==> config.mk <==
export PLATFORM = sky130hd
export DESIGN_NAME = ibc_channel
export DESIGN_NICKNAME = d
export VERILOG_FILES = /design/src/rtl/ibc_pkg.sv /design/src/rtl/ibc_channel.sv
export VERILOG_INCLUDE_DIRS = /design/src /design/src/rtl
export SDC_FILE = /design/constraint.sdc
export NUM_CORES = 1
export LEC_CHECK = 0
export BUFFER_PORTS_ARGS = -buffer_cell sky130_fd_sc_hd__buf_2
export CORE_UTILIZATION = 30
export CTS_CLUSTER_DIAMETER = 100
export DETAILED_ROUTE_END_ITERATION = 6
export PLACE_DENSITY = 0.57
export SLEW_MARGIN = 30
export SYNTH_ARGS = -nofsm -noshare
export SYNTH_HDL_FRONTEND = slang
export SYNTH_SLANG_ARGS = --single-unit
==> constraint.sdc <==
create_clock -name aclk -period 3.71 [get_ports aclk]
set_input_delay 0.1855 -clock aclk [delete_from_list [all_inputs] [get_ports aclk]]
set_output_delay 0.1855 -clock aclk [all_outputs]
set_load 0.005 [all_outputs]
==> src/rtl/ibc_defines.svh <==
// offsets, field positions, response codes and reset values for the
// interleaved block i/o channel; included by the rtl and the bench
`ifndef IBC_DEFINES_SVH
`define IBC_DEFINES_SVH
`define IBC_ADDR_CTRL     12'h000
`define IBC_ADDR_ADDRW    12'h004
`define IBC_ADDR_CMD      12'h008
`define IBC_ADDR_STATUS   12'h00C
`define IBC_ADDR_PTR0     12'h010
`define IBC_ADDR_PTR1     12'h014
`define IBC_ADDR_CNT0     12'h018
`define IBC_ADDR_CNT1     12'h01C
`define IBC_ADDR_CMDW     12'h020
`define IBC_BIT_BLOCK     23
`define IBC_BIT_OUTDIR    22
`define IBC_BIT_REINIT    23
`define IBC_RESP_OKAY     2'h0
`define IBC_RESP_SLVERR   2'h2
`define IBC_ZERO_WORD     24'h000000
`endif

==> src/rtl/ibc_pkg.sv <==
// types for the interleaved block i/o channel
// assumes ibc_defines.svh on the include path
package ibc_pkg;
  typedef enum logic [2:0] {
    IBC_IDLE, IBC_MEM, IBC_FETCH_CNT, IBC_FETCH_ADR, IBC_FETCH_NXT
  } ibc_state_t;
  typedef struct packed {
    logic [23:0] ptr;
    logic [23:0] cnt;
    logic        reinit;
    logic        armed;
  } ibc_unit_t;
endpackage

==> src/rtl/ibc_channel.sv <==
// interleaved block i/o channel: two unit parameter sets, memory master,
// axi4-lite register slave
// assumes a memory port that holds grant one cycle per word and unit
// lines arriving asynchronously (they are synchronised here)
//
// Chosen here: the register offsets and register access over AXI4-Lite.
`timescale 1ns/1ns
`default_nettype none
`include "ibc_defines.svh"

module ibc_channel #(
  parameter int UNITS = 2,
  parameter int AW    = 24
) (
  input  wire logic              aclk,
  input  wire logic              aresetn,
  input  wire logic [11:0]       s_axi_awaddr,
  input  wire logic              s_axi_awvalid,
  output logic                   s_axi_awready,
  input  wire logic [31:0]       s_axi_wdata,
  input  wire logic [3:0]        s_axi_wstrb,
  input  wire logic              s_axi_wvalid,
  output logic                   s_axi_wready,
  output logic [1:0]             s_axi_bresp,
  output logic                   s_axi_bvalid,
  input  wire logic              s_axi_bready,
  input  wire logic [11:0]       s_axi_araddr,
  input  wire logic              s_axi_arvalid,
  output logic                   s_axi_arready,
  output logic [31:0]            s_axi_rdata,
  output logic [1:0]             s_axi_rresp,
  output logic                   s_axi_rvalid,
  input  wire logic              s_axi_rready,
  input  wire logic [UNITS-1:0]  unit_req,
  input  wire logic [UNITS-1:0]  unit_input,
  input  wire logic [UNITS-1:0]  unit_block_mode,
  input  wire logic [UNITS-1:0]  unit_addr_here,
  input  wire logic [23:0]       unit_data_in,
  output logic [23:0]            unit_data_out,
  output logic [UNITS-1:0]       unit_data_strobe,
  output logic [UNITS-1:0]       unit_count_done,
  output logic [UNITS-1:0]       unit_command_strobe,
  output logic [23:0]            unit_command,
  output logic                   mem_req,
  input  wire logic              mem_grant,
  output logic                   mem_we,
  output logic [AW-1:0]          mem_addr,
  output logic [23:0]            mem_wdata,
  input  wire logic [23:0]       mem_rdata
);
  // ----------------------------------------------------------------
  // unit line synchronisers
  // ----------------------------------------------------------------
  logic [4*UNITS-1:0] sync1_r, sync2_r;
  logic [23:0]        din1_r, din2_r;
  always_ff @(posedge aclk) begin
    sync1_r <= {unit_req, unit_input, unit_block_mode, unit_addr_here};
    sync2_r <= sync1_r;
    din1_r  <= unit_data_in;
    din2_r  <= din1_r;
  end
  wire logic [UNITS-1:0] req_s  = sync2_r[4*UNITS-1:3*UNITS];
  wire logic [UNITS-1:0] inp_s  = sync2_r[3*UNITS-1:2*UNITS];
  wire logic [UNITS-1:0] blk_s  = sync2_r[2*UNITS-1:UNITS];
  wire logic [UNITS-1:0] ahr_s  = sync2_r[UNITS-1:0];

  // ----------------------------------------------------------------
  // state
  // ----------------------------------------------------------------
  ibc_pkg::ibc_state_t state_r;
  ibc_pkg::ibc_unit_t  par_r [UNITS];
  logic [23:0]         addrw_r, cmdw_r;
  logic                cur_r, dir_in_r, step_r;
  logic [23:0]         word_r;
  logic [23:0]         fetch_adr_r;
  logic [UNITS-1:0]    req_seen_r;
  logic [UNITS-1:0]    sel_r;

  // lowest unit number wins
  function automatic logic pick(input logic [UNITS-1:0] v);
    return v[0] ? 1'b0 : 1'b1;
  endfunction

  // a request is served once per assertion; edge kept on second flop
  wire logic [UNITS-1:0] req_new = req_s & ~req_seen_r;
  wire logic [UNITS-1:0] elig;
  genvar g;
  for (g = 0; g < UNITS; g++) begin : g_elig
    assign elig[g] = req_new[g] &
      (par_r[g].armed | ~blk_s[g] | (ahr_s[g] & inp_s[g]));
  end
  wire logic         idle     = (state_r == ibc_pkg::IBC_IDLE);
  wire logic         busy     = ~idle;
  wire logic         any_req  = idle & (|elig);
  wire logic         win      = pick(elig);
  wire logic         ext_load = ahr_s[win] & inp_s[win];
  wire logic         granted  = mem_req & mem_grant;
  wire ibc_pkg::ibc_unit_t cp = par_r[cur_r];
  wire logic         last     = step_r & (cp.cnt == 24'h000001);

  // ----------------------------------------------------------------
  // axi4-lite slave: one write and one read outstanding
  // ----------------------------------------------------------------
  logic        aw_hold_r, w_hold_r;
  logic [11:0] awaddr_r;
  logic [31:0] wdata_r;
  assign s_axi_awready = ~aw_hold_r & ~s_axi_bvalid;
  assign s_axi_wready  = ~w_hold_r & ~s_axi_bvalid;
  wire logic [11:0] wa = aw_hold_r ? awaddr_r : s_axi_awaddr;
  wire logic [31:0] wd = w_hold_r ? wdata_r : s_axi_wdata;
  wire logic have_aw = aw_hold_r | s_axi_awvalid;
  wire logic have_w  = w_hold_r | s_axi_wvalid;
  wire logic wr_go   = have_aw & have_w & ~s_axi_bvalid;
  wire logic wr_lane = &s_axi_wstrb[2:0] | w_hold_r;
  wire logic wr_addrw = wr_go & wa == `IBC_ADDR_ADDRW;
  // command refused while busy; software polls status and retries
  wire logic wr_cmd  = wr_go & wa == `IBC_ADDR_CMD & idle;
  wire logic wr_ok   = (wa == `IBC_ADDR_ADDRW) |
                       (wa == `IBC_ADDR_CTRL) |
                       ((wa == `IBC_ADDR_CMD) & idle);
  wire logic [UNITS-1:0] cmd_unit = wd[24] ? 2'b10 : 2'b01;

  always_ff @(posedge aclk) begin
    if (!aresetn) begin
      aw_hold_r    <= 1'b0;
      w_hold_r     <= 1'b0;
      awaddr_r     <= 12'h000;
      wdata_r      <= 32'h00000000;
      s_axi_bvalid <= 1'b0;
      s_axi_bresp  <= `IBC_RESP_OKAY;
    end else begin
      if (s_axi_awvalid & s_axi_awready & ~wr_go) begin
        aw_hold_r <= 1'b1;
        awaddr_r  <= s_axi_awaddr;
      end
      if (s_axi_wvalid & s_axi_wready & ~wr_go) begin
        w_hold_r <= 1'b1;
        wdata_r  <= s_axi_wdata;
      end
      if (wr_go) begin
        aw_hold_r    <= 1'b0;
        w_hold_r     <= 1'b0;
        s_axi_bvalid <= 1'b1;
        s_axi_bresp  <= wr_ok ? `IBC_RESP_OKAY : `IBC_RESP_SLVERR;
      end else if (s_axi_bready) begin
        s_axi_bvalid <= 1'b0;
      end
    end
  end
  wire logic unused_lane = wr_lane;

  assign s_axi_arready = ~s_axi_rvalid;
  wire logic [11:0] ra = s_axi_araddr;
  wire logic rd_ptr = (ra == `IBC_ADDR_PTR0) | (ra == `IBC_ADDR_PTR1);
  wire logic rd_cnt = (ra == `IBC_ADDR_CNT0) | (ra == `IBC_ADDR_CNT1);
  wire logic rd_refuse = (rd_ptr | rd_cnt) & busy;
  wire logic [31:0] rd_val;
  assign rd_val =
    (ra == `IBC_ADDR_STATUS) ? {28'h0000000, par_r[1].armed,
                                par_r[0].armed, 1'b0, busy} :
    (ra == `IBC_ADDR_ADDRW)  ? {8'h00, addrw_r} :
    (ra == `IBC_ADDR_CMDW)   ? {8'h00, cmdw_r} :
    (ra == `IBC_ADDR_PTR0)   ? {8'h00, par_r[0].ptr} :
    (ra == `IBC_ADDR_PTR1)   ? {8'h00, par_r[1].ptr} :
    (ra == `IBC_ADDR_CNT0)   ? {8'h00, par_r[0].cnt} :
    (ra == `IBC_ADDR_CNT1)   ? {8'h00, par_r[1].cnt} : 32'h00000000;
  wire logic rd_map = (ra == `IBC_ADDR_STATUS) | (ra == `IBC_ADDR_ADDRW) |
                      (ra == `IBC_ADDR_CMDW) | rd_ptr | rd_cnt;
  always_ff @(posedge aclk) begin
    if (!aresetn) begin
      s_axi_rvalid <= 1'b0;
      s_axi_rdata  <= 32'h00000000;
      s_axi_rresp  <= `IBC_RESP_OKAY;
    end else if (s_axi_arvalid & s_axi_arready) begin
      s_axi_rvalid <= 1'b1;
      s_axi_rdata  <= rd_refuse ? 32'h00000000 : rd_val;
      s_axi_rresp  <= (rd_map & ~rd_refuse) ? `IBC_RESP_OKAY
                                            : `IBC_RESP_SLVERR;
    end else if (s_axi_rready) begin
      s_axi_rvalid <= 1'b0;
    end
  end

  // ----------------------------------------------------------------
  // sequencer
  // ----------------------------------------------------------------
  always_ff @(posedge aclk) begin
    if (!aresetn) begin
      state_r             <= ibc_pkg::IBC_IDLE;
      for (int i = 0; i < UNITS; i++) par_r[i] <= '0;
      addrw_r             <= `IBC_ZERO_WORD;
      cmdw_r              <= `IBC_ZERO_WORD;
      cur_r               <= 1'b0;
      dir_in_r            <= 1'b0;
      step_r              <= 1'b0;
      word_r              <= `IBC_ZERO_WORD;
      fetch_adr_r         <= `IBC_ZERO_WORD;
      req_seen_r          <= '0;
      sel_r               <= '0;
      mem_req             <= 1'b0;
      mem_we              <= 1'b0;
      mem_addr            <= '0;
      mem_wdata           <= `IBC_ZERO_WORD;
      unit_data_out       <= `IBC_ZERO_WORD;
      unit_data_strobe    <= '0;
      unit_count_done     <= '0;
      unit_command_strobe <= '0;
      unit_command        <= `IBC_ZERO_WORD;
    end else begin
      unit_data_strobe    <= '0;
      unit_count_done     <= '0;
      unit_command_strobe <= '0;
      req_seen_r          <= req_seen_r & req_s;
      if (wr_addrw) addrw_r <= wd[23:0];
      if (wr_cmd) begin
        // parameter pair fetched from the address word first
        cmdw_r              <= wd[23:0];
        unit_command        <= wd[23:0];
        unit_command_strobe <= cmd_unit;
        cur_r               <= wd[24];
        sel_r               <= cmd_unit;
        fetch_adr_r         <= addrw_r;
        mem_req             <= 1'b1;
        mem_we              <= 1'b0;
        mem_addr            <= addrw_r[AW-1:0];
        state_r             <= ibc_pkg::IBC_FETCH_CNT;
      end else begin
        case (state_r)
          ibc_pkg::IBC_IDLE: begin
            if (any_req) begin
              req_seen_r[win] <= 1'b1;
              cur_r           <= win;
              if (ext_load) begin
                par_r[win].ptr <= din2_r;
              end else begin
                dir_in_r  <= inp_s[win];
                step_r    <= blk_s[win] & par_r[win].armed;
                mem_req   <= 1'b1;
                mem_we    <= inp_s[win];
                mem_addr  <= par_r[win].ptr[AW-1:0];
                mem_wdata <= din2_r;
                state_r   <= ibc_pkg::IBC_MEM;
              end
            end
          end
          ibc_pkg::IBC_MEM: begin
            if (granted) begin
              mem_req <= 1'b0;
              mem_we  <= 1'b0;
              if (!dir_in_r) begin
                // output word goes out with a strobe only, no reply
                unit_data_out           <= mem_rdata;
                unit_data_strobe[cur_r] <= 1'b1;
              end
              if (step_r) begin
                par_r[cur_r].ptr <= cp.ptr + 24'h000001;
                par_r[cur_r].cnt <= cp.cnt - 24'h000001;
              end
              if (last) begin
                unit_count_done[cur_r] <= 1'b1;
                if (cp.reinit) begin
                  // word after the buffer holds next parameter address
                  fetch_adr_r <= cp.ptr + 24'h000001;
                  mem_req     <= 1'b1;
                  mem_addr    <= 24'(cp.ptr + 24'h000001);
                  state_r     <= ibc_pkg::IBC_FETCH_NXT;
                end else begin
                  par_r[cur_r].armed <= 1'b0;
                  state_r            <= ibc_pkg::IBC_IDLE;
                end
              end else begin
                state_r <= ibc_pkg::IBC_IDLE;
              end
            end
          end
          ibc_pkg::IBC_FETCH_NXT: begin
            if (granted) begin
              fetch_adr_r <= mem_rdata;
              mem_addr    <= mem_rdata[AW-1:0];
              state_r     <= ibc_pkg::IBC_FETCH_CNT;
            end
          end
          ibc_pkg::IBC_FETCH_CNT: begin
            if (granted) begin
              par_r[cur_r].cnt <= mem_rdata;
              mem_addr         <= 24'(fetch_adr_r + 24'h000001);
              state_r          <= ibc_pkg::IBC_FETCH_ADR;
            end
          end
          ibc_pkg::IBC_FETCH_ADR: begin
            if (granted) begin
              par_r[cur_r].ptr   <= {1'b0, mem_rdata[22:0]};
              par_r[cur_r].reinit <= mem_rdata[`IBC_BIT_REINIT];
              par_r[cur_r].armed <= 1'b1;
              mem_req            <= 1'b0;
              state_r            <= ibc_pkg::IBC_IDLE;
            end
          end
          default: state_r <= ibc_pkg::IBC_IDLE;
        endcase
      end
    end
  end
  wire logic [UNITS-1:0] unused_sel = sel_r;

  // ----------------------------------------------------------------
  // checks
  // ----------------------------------------------------------------
  AST_REQ_HELD: assert property (@(posedge aclk) disable iff (!aresetn)
    mem_req & ~mem_grant & state_r == ibc_pkg::IBC_MEM |=>
      mem_req & $stable(mem_addr))
    else $error("memory request dropped before grant");
  AST_NOT_BUSY: assert property (@(posedge aclk) disable iff (!aresetn)
    state_r == ibc_pkg::IBC_MEM & granted & ~last |=>
      state_r == ibc_pkg::IBC_IDLE)
    else $error("channel stays busy after a transfer");
  AST_STEP: assert property (@(posedge aclk) disable iff (!aresetn)
    state_r == ibc_pkg::IBC_MEM & granted & step_r & ~wr_cmd |=>
      par_r[cur_r].cnt == $past(cp.cnt) - 24'h000001)
    else $error("count not decremented");
  AST_HOLD: assert property (@(posedge aclk) disable iff (!aresetn)
    state_r == ibc_pkg::IBC_MEM & granted & ~step_r & ~last & ~wr_cmd |=>
      par_r[cur_r].ptr == $past(cp.ptr))
    else $error("pointer moved outside block mode");
  AST_DONE: assert property (@(posedge aclk) disable iff (!aresetn)
    state_r == ibc_pkg::IBC_MEM & granted & last & ~wr_cmd |=>
      unit_count_done == (2'b01 << $past(cur_r)))
    else $error("count complete missing or to wrong unit");
  AST_OUT: assert property (@(posedge aclk) disable iff (!aresetn)
    state_r == ibc_pkg::IBC_MEM & granted & ~dir_in_r & ~wr_cmd |=>
      unit_data_out == $past(mem_rdata) & |unit_data_strobe)
    else $error("output word not delivered");
  AST_PRIO: assert property (@(posedge aclk) disable iff (!aresetn)
    any_req & elig[0] & ~wr_cmd |=> cur_r == 1'b0)
    else $error("lower priority unit served first");
  AST_EXT: assert property (@(posedge aclk) disable iff (!aresetn)
    any_req & ext_load & ~wr_cmd |=>
      cur_r == $past(win) & par_r[cur_r].ptr == $past(din2_r))
    else $error("external address not loaded");
  AST_ADDR: assert property (@(posedge aclk) disable iff (!aresetn)
    any_req & ~ext_load & ~wr_cmd |=>
      mem_addr == $past(par_r[win].ptr[AW-1:0]) & mem_req)
    else $error("memory address not from stored pointer");
  AST_REFUSE: assert property (@(posedge aclk) disable iff (!aresetn)
    s_axi_arvalid & s_axi_arready & rd_ptr & busy |=>
      s_axi_rresp == `IBC_RESP_SLVERR)
    else $error("readback accepted while busy");
endmodule // ibc_channel
`default_nettype wire

== Yosys cells after proc, flatten, opt, wreduce, memory -nomap -nowiden ==
Memories as Yosys holds them, arrays and structs flattened. A register that Yosys moved wholly into a read port is not among the register bits.
Index checks and enable logic that the tools add are counted.

* Muxes and demuxes: 106
* Bitwise gates (word level): 62
* Reduce and logical (&&, ||, !) cells: 29
* Eq/ne operators: 28
* Add/subtract/negate cells: 3
* Order comparisons: 4

{| class="wikitable"
|+ Operators with widths
! cell !! count
|-
| two-way mux 24 bit || 19
|-
| two-way mux 50 bit || 2
|-
| OR reduction 50 bit || 2
|-
| case mux 24 bit (4 select lines) || 1
|-
| two-way mux 1 bit || 59
|-
| adder 24 x 1 -> 24 bit (second input constant) || 2
|-
| equality test 12 x 5 -> 1 bit (second input constant) || 4
|-
| case mux 24 bit (2 select lines) || 1
|-
| two-way mux 25 bit || 1
|-
| bitwise AND 1 bit || 24
|-
| equality test 12 x 3 -> 1 bit (second input constant) || 2
|-
| equality test 12 x 4 -> 1 bit (second input constant) || 2
|-
| equality test 24 x 1 -> 1 bit (second input constant) || 1
|-
| two-way mux 3 bit || 8
|-
| subtractor 24 x 1 -> 24 bit (second input constant) || 1
|-
| inequality test 3 bit (second input constant) || 6
|-
| OR 1 bit || 18
|-
| two-way mux 2 bit || 8
|-
| inverter 1 bit || 16
|-
| case mux 3 bit (5 select lines) || 1
|-
| equality test 12 x 6 -> 1 bit (second input constant) || 1
|-
| logical NOT 12 bit || 1
|-
| two-way mux 12 bit || 1
|-
| AND reduction 4 bit || 3
|-
| other kinds (28) || 48
|}

* Input port bits: 124
* RAM bits: 100
* Memories: 1
* Output and inout port bits: 145
* Register bits: 301

{| class="wikitable"
|+ Memories
! name !! depth !! bits a word !! read ports !! clocked after Yosys merged registers in !! wr ports !! line !! source
|-
| par_r || 2 || 50 || 4 || 1 || 2 || ibc_channel.sv:71 || <nowiki>ibc_pkg::ibc_unit_t par_r [UNITS];</nowiki>
|}

== Longest topological paths before layout ==
Gate-level depths: netlist of run 1.

* Word-level depth: 17
* Depth in mapped cells: 15
* Mapped depth without buffers: 9

== Worst setup path before layout of run 1 ==
No wires, ideal clock.

* Kind: reg-to-reg
* Start point: register (tool-made name)
* End point: memory par_r[0][20] in the netlist's numbering, data pin
* Data required time: 3.443 ns
* Stages on the path, launching flop included: 15
* Setup slack: 0.550 ns
* Arrival time: 2.894 ns
* Clock period less this slack: 3.160 ns
* Setup time: 0.267 ns
* Cell sequence: dfxtp_1 -> buf_6 -> buf_6 -> buf_6 -> buf_4 -> buf_2 -> buf_2 -> mux2i_1 -> ha_1 -> o21ai_1 -> nor4_1 -> o21ai_1 -> xnor2_1 -> o21ai_1 -> nor2b_1

{| class="wikitable"
|+ RTL lines
! element !! line
|-
| to (decl) || ibc_channel.sv:71
|}

==> run metrics, run 1 <==
vias 18413; CTS Root Cell clkbuf_16; row count 91; CTS Sinks 392; minimum clock period 3.211 ns; die height 253.4 µm; register area share after synthesis 46.67%; Post-Route WL 82970 µm; post-DR wirelength/cell 24.90 µm; Max Clock Freq 0.3115 GHz; Post-DRT Antenna Nets 0; Critical Path Start Type register; arrival time worst endpoint 3.65 ns; CTS tree done; GR Util All Layers 25.14%; Least-Margin Pin Slew 1.009 ns; mean number of vias per cell 5.526; io pins 269; Primary FF master, synth dfxtp_1; Placer Congestion 0.9854; post-cts gate resize count 0; antenna violations before repair 1; Yosys reg bits 392; H-Tree Depth 2; Yosys top cell by area dfxtp_1; P_leak 9.112 nW; cell area after synthesis 18960 µm²; share of the synthesized area in the top cell type 30.83%; Detail Placement HPWL 60940 µm; Critical Path RT 4.15 ns; clk_lat worst skew 0.61 ns; clk buf depth 3; Hold Crit Start mem_rdata[13]; maximum clock skew at final layout 0.04216 ns; final hold vios 0; Syn-to-layout area delta 25.23%; Syn Inst Count 2128; Overall Power 12.11 mW; die area 64210 µm²; ys async rst share 0%; peak supply drop 0.3810 mV; status complete, no violations; clk slew on worst S/H paths 0.06 ns; setup violation total in the final timing report 0; diode count 0; PwrDens 510.2 nW/µm²; Initial Utilization 30.56%; Hold Crit Class primary input to register; # DRC 0; Buffers on Ports 247; Post-synth EDFFs 100; kind of critical path register to register; vias in the first global route 17372; Finished Core Util 38.26%; # fillers 6237; first-pass GRT wire length 118200 µm; Hold WS 0.01176 ns; CP endpoint kind register; max_cap viols 0; initial DRC count 1845; proportion of layout cells with a drive suffix above 1 20.20%; Warnings, synthesis 0; final setup TNS 0 ns; Final nets 2583; largest net degree at the start of global routing 82; Netlist cell types 94; gr ovfl total 0; synth top area cells dfxtp_1 (31%), edfxtp_1 (16%), nand2_1 (6.7%), nor2_1 (4.8%), mux2i_1 (4.7%); period utilization 86.54%; hold_buf cts 84; Final Slew Violations 0; Mapped Avg Cell Area 8.910 µm²; DIE WIDTH 253.4 µm; RSZ-0062 raised after global routing no; critical-path maximum fanout 35; CORE AREA 62050 µm²; max_slew headroom 32.60%; postcts setup bufs 0; cts bufs inserted 48; DRT Pass-1 Iters 5
==> worst max-delay path, stage by stage (launching register included) <==
cell	delay [ns]
dfxtp_4	0.71
mux2_2	0.36
ha_1	0.26
inv_1	0.09
a211oi_4	0.44
nand2_1	0.17
nor2_1	0.16
xnor2_1	0.17
a211oi_1	0.47
o32ai_1	0.17
==> through the flow <==
step	cell area [µm²]	std cells	setup slack (ns)
floorplan	18990	2137	0.5499
global placement	21290	3156	0.6229
detailed placement	21310	3158	0.6220
CTS	23740	3332	0.5483
global route	23740	3332	0.3604
finish	23740	3332	0.4992
==> sequential cells by signal, summed over array words and instances, names as in the netlist, 2 cells and up, named ones only <==
register / cells
par_r: 100
sync1_r: 8
cmdw_r: 24
wdata_r: 25
addrw_r: 24
state_r: 3
sync2_r: 8
din2_r: 24
unit_count_done: 2
req_seen_r: 2
din1_r: 24
unit_data_out: 24
awaddr_r: 12
unit_data_strobe: 2
mem_wdata: 24
mem_addr: 24
unit_command_strobe: 2
fetch_adr_r: 24
s_axi_rdata: 24
==> cells in the final DEF (no fill, tap or decap), types with 36 or more instances in the layout <==
| cell type | Yosys | final |
|---|---|---|
| dfxtp_1 | 292 | 291 |
| buf_2 | 47 | 247 |
| nor2_1 | 244 | 241 |
| nand2_1 | 339 | 339 |
| clkbuf_16 | 0 | 51 |
| a211oi_1 | 73 | 73 |
| o22ai_1 | 36 | 36 |
| nor3_1 | 43 | 42 |
| nand3_1 | 37 | 37 |
| mux2i_1 | 89 | 89 |
| xor2_1 | 39 | 39 |
| buf_4 | 15 | 93 |
| edfxtp_1 | 100 | 100 |
| o21ai_0 | 95 | 95 |
| a21oi_1 | 148 | 148 |
| dlygate4sd3_1 | 0 | 84 |
| a22oi_1 | 48 | 48 |
==> synth_stat cells (all sizes together), types with 9 or more instances <==
master / count
a31oi: 30
o21ai: 109
nand2: 340
a211oi: 76
xnor2: 31
edfxtp: 100
dfxtp: 292
a21oi: 152
nor3: 48
o22ai: 38
nor2: 247
nand3: 37
buf: 77
mux2: 15
nor4: 16
inv: 15
nand3b: 9
a221oi: 26
a22oi: 48
clkbuf: 84
o211ai: 25
mux2i: 90
nand4: 21
nor3b: 14
nor2b: 19
xor2: 39
nand2b: 13
==> path summary, 6_finish.rpt <==
check                                         end  slack [ns]  cells past startpoint
worst max register to register       mem_addr[22]        0.50                      9
worst min-delay path            unit_data_out[13]        0.01                      3
worst min register to register         din2_r[12]        0.32                      0
worst max-delay path                 mem_addr[22]        0.50                      9
==> where the power goes <==
group | switching, mW | internal (mW) | leakage [nW] | total [mW]
clock network | 2.06 | 2.64 | 0.811 | 4.71
logic | 1.51 | 0.934 | 4.88 | 2.45
registers | 0.306 | 4.66 | 3.42 | 4.96
==> final cells by class <==
class	instances	area [µm²]	area share (%)
clock buffers	58	1346	5.670
well taps	837	1047	4.411
clock inverters	32	249.0	1.049
repair buffers	429	2858	12.04
inverters	16	62.56	0.2635
multi-input cells	1568	9329	39.29
flip-flops and latches	392	8852	37.28
==> per-layer routing <==
layer | track usage, % | share of wire [%] | vias up
met4 | 10.82 | 4.4 | 2
li1 | - | - | 8359
met2 | 39.54 | 44 | 927
met3 | 4.102 | 7.9 | 162
met5 | 0 | 0.016 | -
met1 | 33.84 | 43 | 8963
==> kinds of logic after synthesis <==
| logic type | after synthesis | share of synthesized area, % |
|---|---|---|
| and+or+nand+nor | 808 | 19.75 |
| AOI/OAI and AO/OA | 571 | 19.92 |
| adders and majority gates | 4 | 0.2640 |
| xor gates and xnor gates | 70 | 3.233 |
| muxes | 105 | 5.662 |
| other | 1 | 0.01978 |
| buffers and inverters | 177 | 4.487 |
| DFF | 392 | 46.67 |
No activity file was read; power rests on OpenSTA's default activity.
==> inputs of run 2 (changes only) <==
--- a/config.mk
+++ b/config.mk
@@ -6,6 +6,7 @@
 export SDC_FILE = /design/constraint.sdc
 export NUM_CORES = 1
 export LEC_CHECK = 0
+export ABC_AREA = 1
 export BUFFER_PORTS_ARGS = -buffer_cell sky130_fd_sc_hd__buf_2
 export CORE_UTILIZATION = 30
 export CTS_CLUSTER_DIAMETER = 100
==> run 2 against run 1 <==
Die area increased by 8.5%. Register-to-register slack better by 0.20 ns. Cell count rose by 25%. Critical endpoint is now par_r[0][48]. Largest cell class unchanged.
==> run metrics, run 2 <==
critical-path maximum fanout 49 (was 35); Yosys reg bits 392 (unchanged); Final Slew Violations 0 (unchanged); clk buf depth 3 (unchanged); Syn-to-layout area delta 21.17% (was 25.23%); DIE WIDTH 263.9 µm (was 253.4 µm); placed inst area 22600 µm² (was 21310 µm²); Primary FF master, synth dfxtp_1 (unchanged); clk_lat worst skew 0.59 ns (was 0.61 ns); CP endpoint kind register (unchanged); top post-synthesis cells by count nand2_1 (717), nor2_1 (343), inv_1 (335) (was nand2_1 (339), dfxtp_1 (292), nor2_1 (244)); final hold vios 0 (unchanged); proportion of layout cells with a drive suffix above 1 14.58% (was 20.20%); CTS Sinks 392 (unchanged); CTS Root Cell clkbuf_16 (unchanged); Critical Path Start Type register (unchanged); cell area after synthesis 20580 µm² (was 18960 µm²); Final nets 3380 (was 2583); Detail Placement HPWL 64570 µm (was 60940 µm); GR Util All Layers 24.14% (was 25.14%); P_leak 10.82 nW (was 9.112 nW); Placer Congestion 1.037 (was 0.9854); H-Tree Depth 2 (unchanged); commonest non-fill, non-tap cells in the layout nand2_1 (716), nor2_1 (343), inv_1 (335) (was nand2_1 (339), dfxtp_1 (291), buf_2 (247)); clk slew on worst S/H paths 0.06 ns (about the same); row count 95 (was 91); vias in the first global route 19664 (was 17372); Initial Utilization 30.49% (was 30.56%); Top Registers par_r x100, wdata_r x25 (unchanged); period utilization 81.21% (was 86.54%); max_slew headroom 29.80% (was 32.60%); Post-synth EDFFs 100 (unchanged); # DRC 0 (unchanged); diode count 0 (unchanged); Critical Path RT 4.03 ns (was 4.15 ns); share of the synthesized area in the top cell type 28.40% (was 30.83%); final setup TNS 0 ns (unchanged); initial DRC count 2424 (was 1845); gr ovfl total 0 (unchanged); PwrDens 592.4 nW/µm² (was 510.2 nW/µm²); kind of critical path register to register (unchanged); Mapped Avg Cell Area 6.950 µm² (was 8.910 µm²); synth top area cells dfxtp_1 (28%), edfxtp_1 (15%), nand2_1 (13%), o21ai_0 (6.7%), nor2_1 (6.3%) (was dfxtp_1 (31%), edfxtp_1 (16%), nand2_1 (6.7%), nor2_1 (4.8%), mux2i_1 (4.7%)); peak supply drop 0.4358 mV (was 0.3810 mV); vias 21008 (was 18413); Warnings, synthesis 0 (unchanged); max reg flops 100 (unchanged); Hold Crit Class primary input to register (unchanged); maximum clock skew at final layout 0.02499 ns (was 0.04216 ns); CTS tree done (unchanged); Max Clock Freq 0.3319 GHz (was 0.3115 GHz); largest net degree at the start of global routing 68 (was 82); die area 69670 µm² (was 64210 µm²); minimum clock period 3.013 ns (was 3.211 ns); Top reg by flops par_r (unchanged); mean number of vias per cell 5.052 (was 5.526); commonest non-fill, non-tap cell in the layout nand2_1 (unchanged); postcts setup bufs 0 (unchanged); Least-Margin Pin Slew 1.050 ns (was 1.009 ns); arrival time worst endpoint 3.34 ns (was 3.65 ns); setup violation total in the final timing report 0 (unchanged); ys async rst share 0% (unchanged); cell with the most instances after synthesis nand2_1 (unchanged); Post-DRT Antenna Nets 0 (unchanged); first-pass GRT wire length 126700 µm (was 118200 µm); max_cap viols 0 (unchanged); status complete, no violations (unchanged); CORE AREA 67510 µm² (was 62050 µm²); register area share after synthesis 42.99% (was 46.67%); post-DR wirelength/cell 20.73 µm (was 24.90 µm); cts bufs inserted 45 (was 48); RSZ-0062 raised after global routing no (unchanged); die height 263.9 µm (was 253.4 µm); Finished Core Util 36.94% (was 38.26%); Post-Route WL 86200 µm (was 82970 µm); Yosys top cell by area dfxtp_1 (unchanged); design area 24940 µm² (was 23740 µm²); Netlist cell types 53 (was 94); antenna violations before repair 1 (unchanged); Syn Inst Count 2962 (was 2128); DRT Pass-1 Iters 6 (was 5); Buffers on Ports 247 (unchanged); io pins 269 (unchanged)
run 2: cell types whose count changed after synthesis, moves of 97 or more:
cell,before,now
inv_1,14,335
a21oi_1,148,245
o21ai_0,95,276
nor2_1,244,343
nand3_1,37,193
nand2_1,339,717
run 2: layout make-up:
class / count / area (µm²)
Fill cell: 7218 / 42570
Multi-Input combinational cell: 2075 / 9656
Sequential cell: 392 / 8850
Timing Repair Buffer: 390 / 2535
Clock buffer: 66 / 1376
Inverter: 348 / 1311
Tap cell: 873 / 1092
Clock inverter: 14 / 122.6
run 2: through the flow:
| stage | hold slack, ns | cells | setup WS (ns) | power (mW) |
|---|---|---|---|---|
| floorplan | 0.2132 | 2971 | 1.113 | 8.493 |
| global placement | 0.2880 | 3994 | 0.7556 | 10.13 |
| detailed placement | 0.2891 | 3994 | 0.7182 | 10.14 |
| CTS | 0.01687 | 4158 | 0.7075 | 14.74 |
| global route | 0.02592 | 4158 | 0.4899 | 15.52 |
| finish | 0.04005 | 4158 | 0.6971 | 14.78 |
run 2: power breakdown:
part	internal, mW	switching (mW)
registers	4.81	0.309
clock network	2.65	1.89
logic	1.52	3.59
total	8.98	5.79
run 2: logic make-up (layout without fill, tap and decap cells):
logic type,Yosys count,after routing,synth area share (%)
fa+ha+maj,4,4,0.2431
mux,7,7,0.3404
xor+xnor,12,12,0.5106
compound gates,664,664,17.37
flops,392,392,42.99
simple gates,1378,1378,28.20
buf+inv,504,818,10.33
other cells,1,10,0.01822
run 2: routing by layer:
| metal | up-vias | share of wire, % | GRT usage, % |
|---|---|---|---|
| li1 | 10183 | - | - |
| met1 | 9742 | 42 | 31.64 |
| met2 | 886 | 45 | 38.43 |
| met3 | 195 | 7.7 | 3.840 |
| met4 | 2 | 5.4 | 12.02 |
| met5 | - | 0.015 | 0 |
run 2: final timing paths:
kind / end / slack [ns] / depth (start not counted) / start
setup / recovery: par_r[0][48] / 0.70 / 13 / register
hold / removal: unit_data_out[2] / 0.04 / 3 / mem_rdata[2]
setup reg to reg: par_r[0][48] / 0.70 / 13 / register
hold reg to reg: din2_r[23] / 0.32 / 0 / din1_r[23]
run 2: worst max-delay path, stage by stage (launching register included):
cell and delay, ns:
dfxtp_2 0.39, buf_12 0.26, nand2_1 0.10, o21ai_2 0.13
ha_1 0.35, nand2_1 0.18, nor2_1 0.16, nand2_1 0.17
inv_1 0.25, nand3_1 0.14, nand2_1 0.26, nor2_1 0.08
o22ai_1 0.23, nor2_1 0.06
run 2: what timing repair did:
item	4_1_cts	5_1_grt
setup endpoints to repair	0	0
resized for setup	0	0
hold buffers	84	0
hold endpoints to repair	94	0
==> inputs of run 3 (changes only) <==
--- a/config.mk
+++ b/config.mk
@@ -6,12 +6,12 @@
 export SDC_FILE = /design/constraint.sdc
 export NUM_CORES = 1
 export LEC_CHECK = 0
-export ABC_AREA = 1
+export ABC_AREA = 0
 export BUFFER_PORTS_ARGS = -buffer_cell sky130_fd_sc_hd__buf_2
 export CORE_UTILIZATION = 30
 export CTS_CLUSTER_DIAMETER = 100
 export DETAILED_ROUTE_END_ITERATION = 6
-export PLACE_DENSITY = 0.57
+export PLACE_DENSITY = 0.59
 export SLEW_MARGIN = 30
 export SYNTH_ARGS = -nofsm -noshare
 export SYNTH_HDL_FRONTEND = slang
==> constraint.sdc (replaced) <==
create_clock -name aclk -period 2.7 [get_ports aclk]
set_input_delay 0.135 -clock aclk [delete_from_list [all_inputs] [get_ports aclk]]
set_output_delay 0.135 -clock aclk [all_outputs]
set_load 0.005 [all_outputs]
==> run 3 against run 2 <==
Total power is 20% higher. Sequential power is 31% higher. Cell count is 15% lower. Routed wire length is 1.3% lower. Via count is 9.1% lower. Die area is 7.8% lower. Critical path type unchanged. Critical endpoint is now mem_addr[21]. Largest power group unchanged.
==> run metrics, run 3 (synthesis gave the netlist of run 1 again) <==
CTS Sinks 392 (unchanged); Int Power 12.27 mW (was 8.983 mW); Worst path top cell family by delay buffers and inverters (was simple AND/OR/NAND/NOR gates); Final Slew Violations 0 (unchanged); period utilization 97.81% (was 81.21%); post-DR wirelength/cell 24.12 µm (was 20.73 µm); placed inst area 22720 µm² (was 22600 µm²); CTS tree done (unchanged); Comb pwr share 24.5% (was 34.6%); kind of critical path register to register (unchanged); DIE WIDTH 253.4 µm (was 263.9 µm); max_slew headroom 52.40% (was 29.80%); row count 91 (was 95); Max Clock Freq 0.3786 GHz (was 0.3319 GHz); setup violation total in the final timing report 0 (unchanged); peak supply drop 0.4869 mV (was 0.4358 mV); Met1 Routed Length 36090 µm (was 36420 µm); sw frac 31.08% (was 39.20%); arrival time worst endpoint 3.11 ns (was 3.34 ns); RSZ-0062 raised after global routing yes (was no); Critical Path RT 3.17 ns (was 4.03 ns); first-pass GRT wire length 120200 µm (was 126700 µm); H-Tree Depth 2 (unchanged); Placer Congestion 0.9760 (was 1.037); Top Registers par_r x100, wdata_r x25 (unchanged); CP bufs+invs 6 (was 2); Initial Utilization 30.56% (was 30.49%); vias in the first global route 18158 (was 19664); commonest non-fill, non-tap cell in the layout nand2_1 (unchanged); cells along the critical path buf_12 -> buf_6 -> nand4b_4 -> a222oi_1 -> buf_4 -> buf_6 -> nand4_1 -> xnor2_1 -> buf_4 -> buf_12 -> nor2_4 -> o32ai_4 -> o22ai_1 (was buf_12 -> nand2_1 -> o21ai_2 -> ha_1 -> nand2_1 -> nor2_1 -> nand2_1 -> inv_1 -> nand3_1 -> nand2_1 -> nor2_1 -> o22ai_1 -> nor2_1); initial DRC count 2033 (was 2424); final hold vios 0 (unchanged); Critical Path Start Type register (unchanged); CTS Root Cell clkbuf_16 (unchanged); clk slew on worst S/H paths 0.06 ns (about the same); Finished Layout Cells 3528 (was 4158); die area 64210 µm² (was 69670 µm²); vias 19101 (was 21008); DRT Pass-1 Iters 7 (was 6); antenna violations before repair 1 (unchanged); mean number of vias per cell 5.414 (was 5.052); Least-Margin Pin Slew 0.7139 ns (was 1.050 ns); CORE AREA 62050 µm² (was 67510 µm²); max_cap viols 0 (unchanged); clk buf depth 3 (unchanged); PwrDens 681.3 nW/µm² (was 592.4 nW/µm²); io pins 269 (unchanged); P_leak 10.29 nW (was 10.82 nW); Top Metal Used met4 (was met5); minimum clock period 2.641 ns (was 3.013 ns); sw power 5.532 mW (was 5.793 mW); Detail Placement HPWL 63050 µm (was 64570 µm); maximum clock skew at final layout 0.01818 ns (was 0.02499 ns); Hold Crit Class primary input to register (unchanged); final setup TNS 0 ns (unchanged); gr ovfl total 0 (unchanged); commonest non-fill, non-tap cells in the layout nand2_1 (336), dfxtp_1 (291), buf_2 (247) (was nand2_1 (716), nor2_1 (343), inv_1 (335)); clk_lat worst skew 0.59 ns (about the same); Post-Route WL 85080 µm (was 86200 µm); Final nets 2780 (was 3380); design area 26130 µm² (was 24940 µm²); cts bufs inserted 47 (was 45); Top reg by flops par_r (unchanged); register share of total power 37.8% (was 34.7%); Clk pwr share 37.8% (was 30.7%); # DRC 0 (unchanged); Crit-path slowest cell dfxtp_4 (was dfxtp_2); status complete, no violations (unchanged); placed instance count 3315 (was 3994); max reg flops 100 (unchanged); met3 wire length 7492 µm (was 6648 µm); critical-path maximum fanout 8 (was 49); Finished Core Util 42.10% (was 36.94%); DR WL met2 37800 µm (was 38460 µm); die height 253.4 µm (was 263.9 µm); GR Util All Layers 25.52% (was 24.14%); Syn-to-layout area delta 37.79% (was 21.17%); proportion of layout cells with a drive suffix above 1 27.17% (was 14.58%); CP endpoint kind register (unchanged); Post-DRT Antenna Nets 0 (unchanged); Buffers on Ports 247 (unchanged); largest net degree at the start of global routing 59 (was 68); critical path's largest stage delay 0.41 ns (was 0.39 ns)
==> run 3: cell types whose count changed in the layout (fill, tap and decap cells not counted), sizes merged, moves of 83 or more <==
cell | previous run | this run
buf | 306 | 528
nand2 | 750 | 340
mux2i | 7 | 90
inv | 349 | 27
nor2 | 367 | 247
a21oi | 246 | 152
nand3 | 197 | 37
o21ai | 332 | 109
==> run 3: repair_timing <==
item	CTS	global route
resized for setup	9	84
setup buffers	7	21
endpoints found under the hold margin	116	0
setup endpoints to repair	39	74
hold buffers	96	0
pin swaps	4	32
gates cloned	0	3
==> run 3: path summary, 6_finish.rpt <==
kind | depth (start not counted) | endpoint | startpoint | slack (ns)
max | 13 | mem_addr[21] | register | 0.06
min | 4 | aw_hold_r | aresetn | 0.11
max reg2reg | 13 | mem_addr[21] | register | 0.06
min reg2reg | 0 | din2_r[6] | din1_r[6] | 0.33
==> run 3: area by class of cell <==
class | instances | area, µm²
Fill cell | 6103 | 35930
Multi-Input combinational cell | 1568 | 9766
Sequential cell | 392 | 8852
Timing Repair Buffer | 627 | 4743
Clock buffer | 62 | 1346
Tap cell | 837 | 1047
Clock inverter | 25 | 306.5
Inverter | 16 | 62.56
Antenna cell | 1 | 2.502
==> run 3: power by group through the flow <==
| stage | logic (mW) | clock network [mW] | registers (mW) |
|---|---|---|---|
| 3_5_place_dp | 3.74 | 0 | 6.84 |
| 4_1_cts | 3.97 | 6.80 | 6.70 |
| 2_1_floorplan | 2.03 | 0 | 6.72 |
| 3_3_place_gp | 3.71 | 0 | 6.83 |
| 6_report | 4.35 | 6.72 | 6.73 |
| 5_1_grt | 4.60 | 7.01 | 6.76 |
==> run 3: metal layers <==
metal  vias to the layer above  GRT usage (%)
met4                         0          10.74
met5                         -              0
met1                      9225          33.72
met3                       149          5.099
li1                       8755              -
met2                       972          40.32
==> run 3: stage by stage <==
stage,power (mW),worst slack [ns],hold WS (ns)
after global routing,18.37,-0.07746,0.1093
after CTS,17.47,-0.01083,0.07544
after floorplan,8.745,-0.06284,0.1627
final,17.80,0.05901,0.1091
after detailed placement,10.59,-0.2876,0.2386
after global placement,10.55,-0.2942,0.2377
==> run 3: tightest hold or removal path, stage by stage <==
cell,delay (ns)
buf_2,0.13
buf_4,0.25
nand2_1,0.09
a21oi_1,0.03
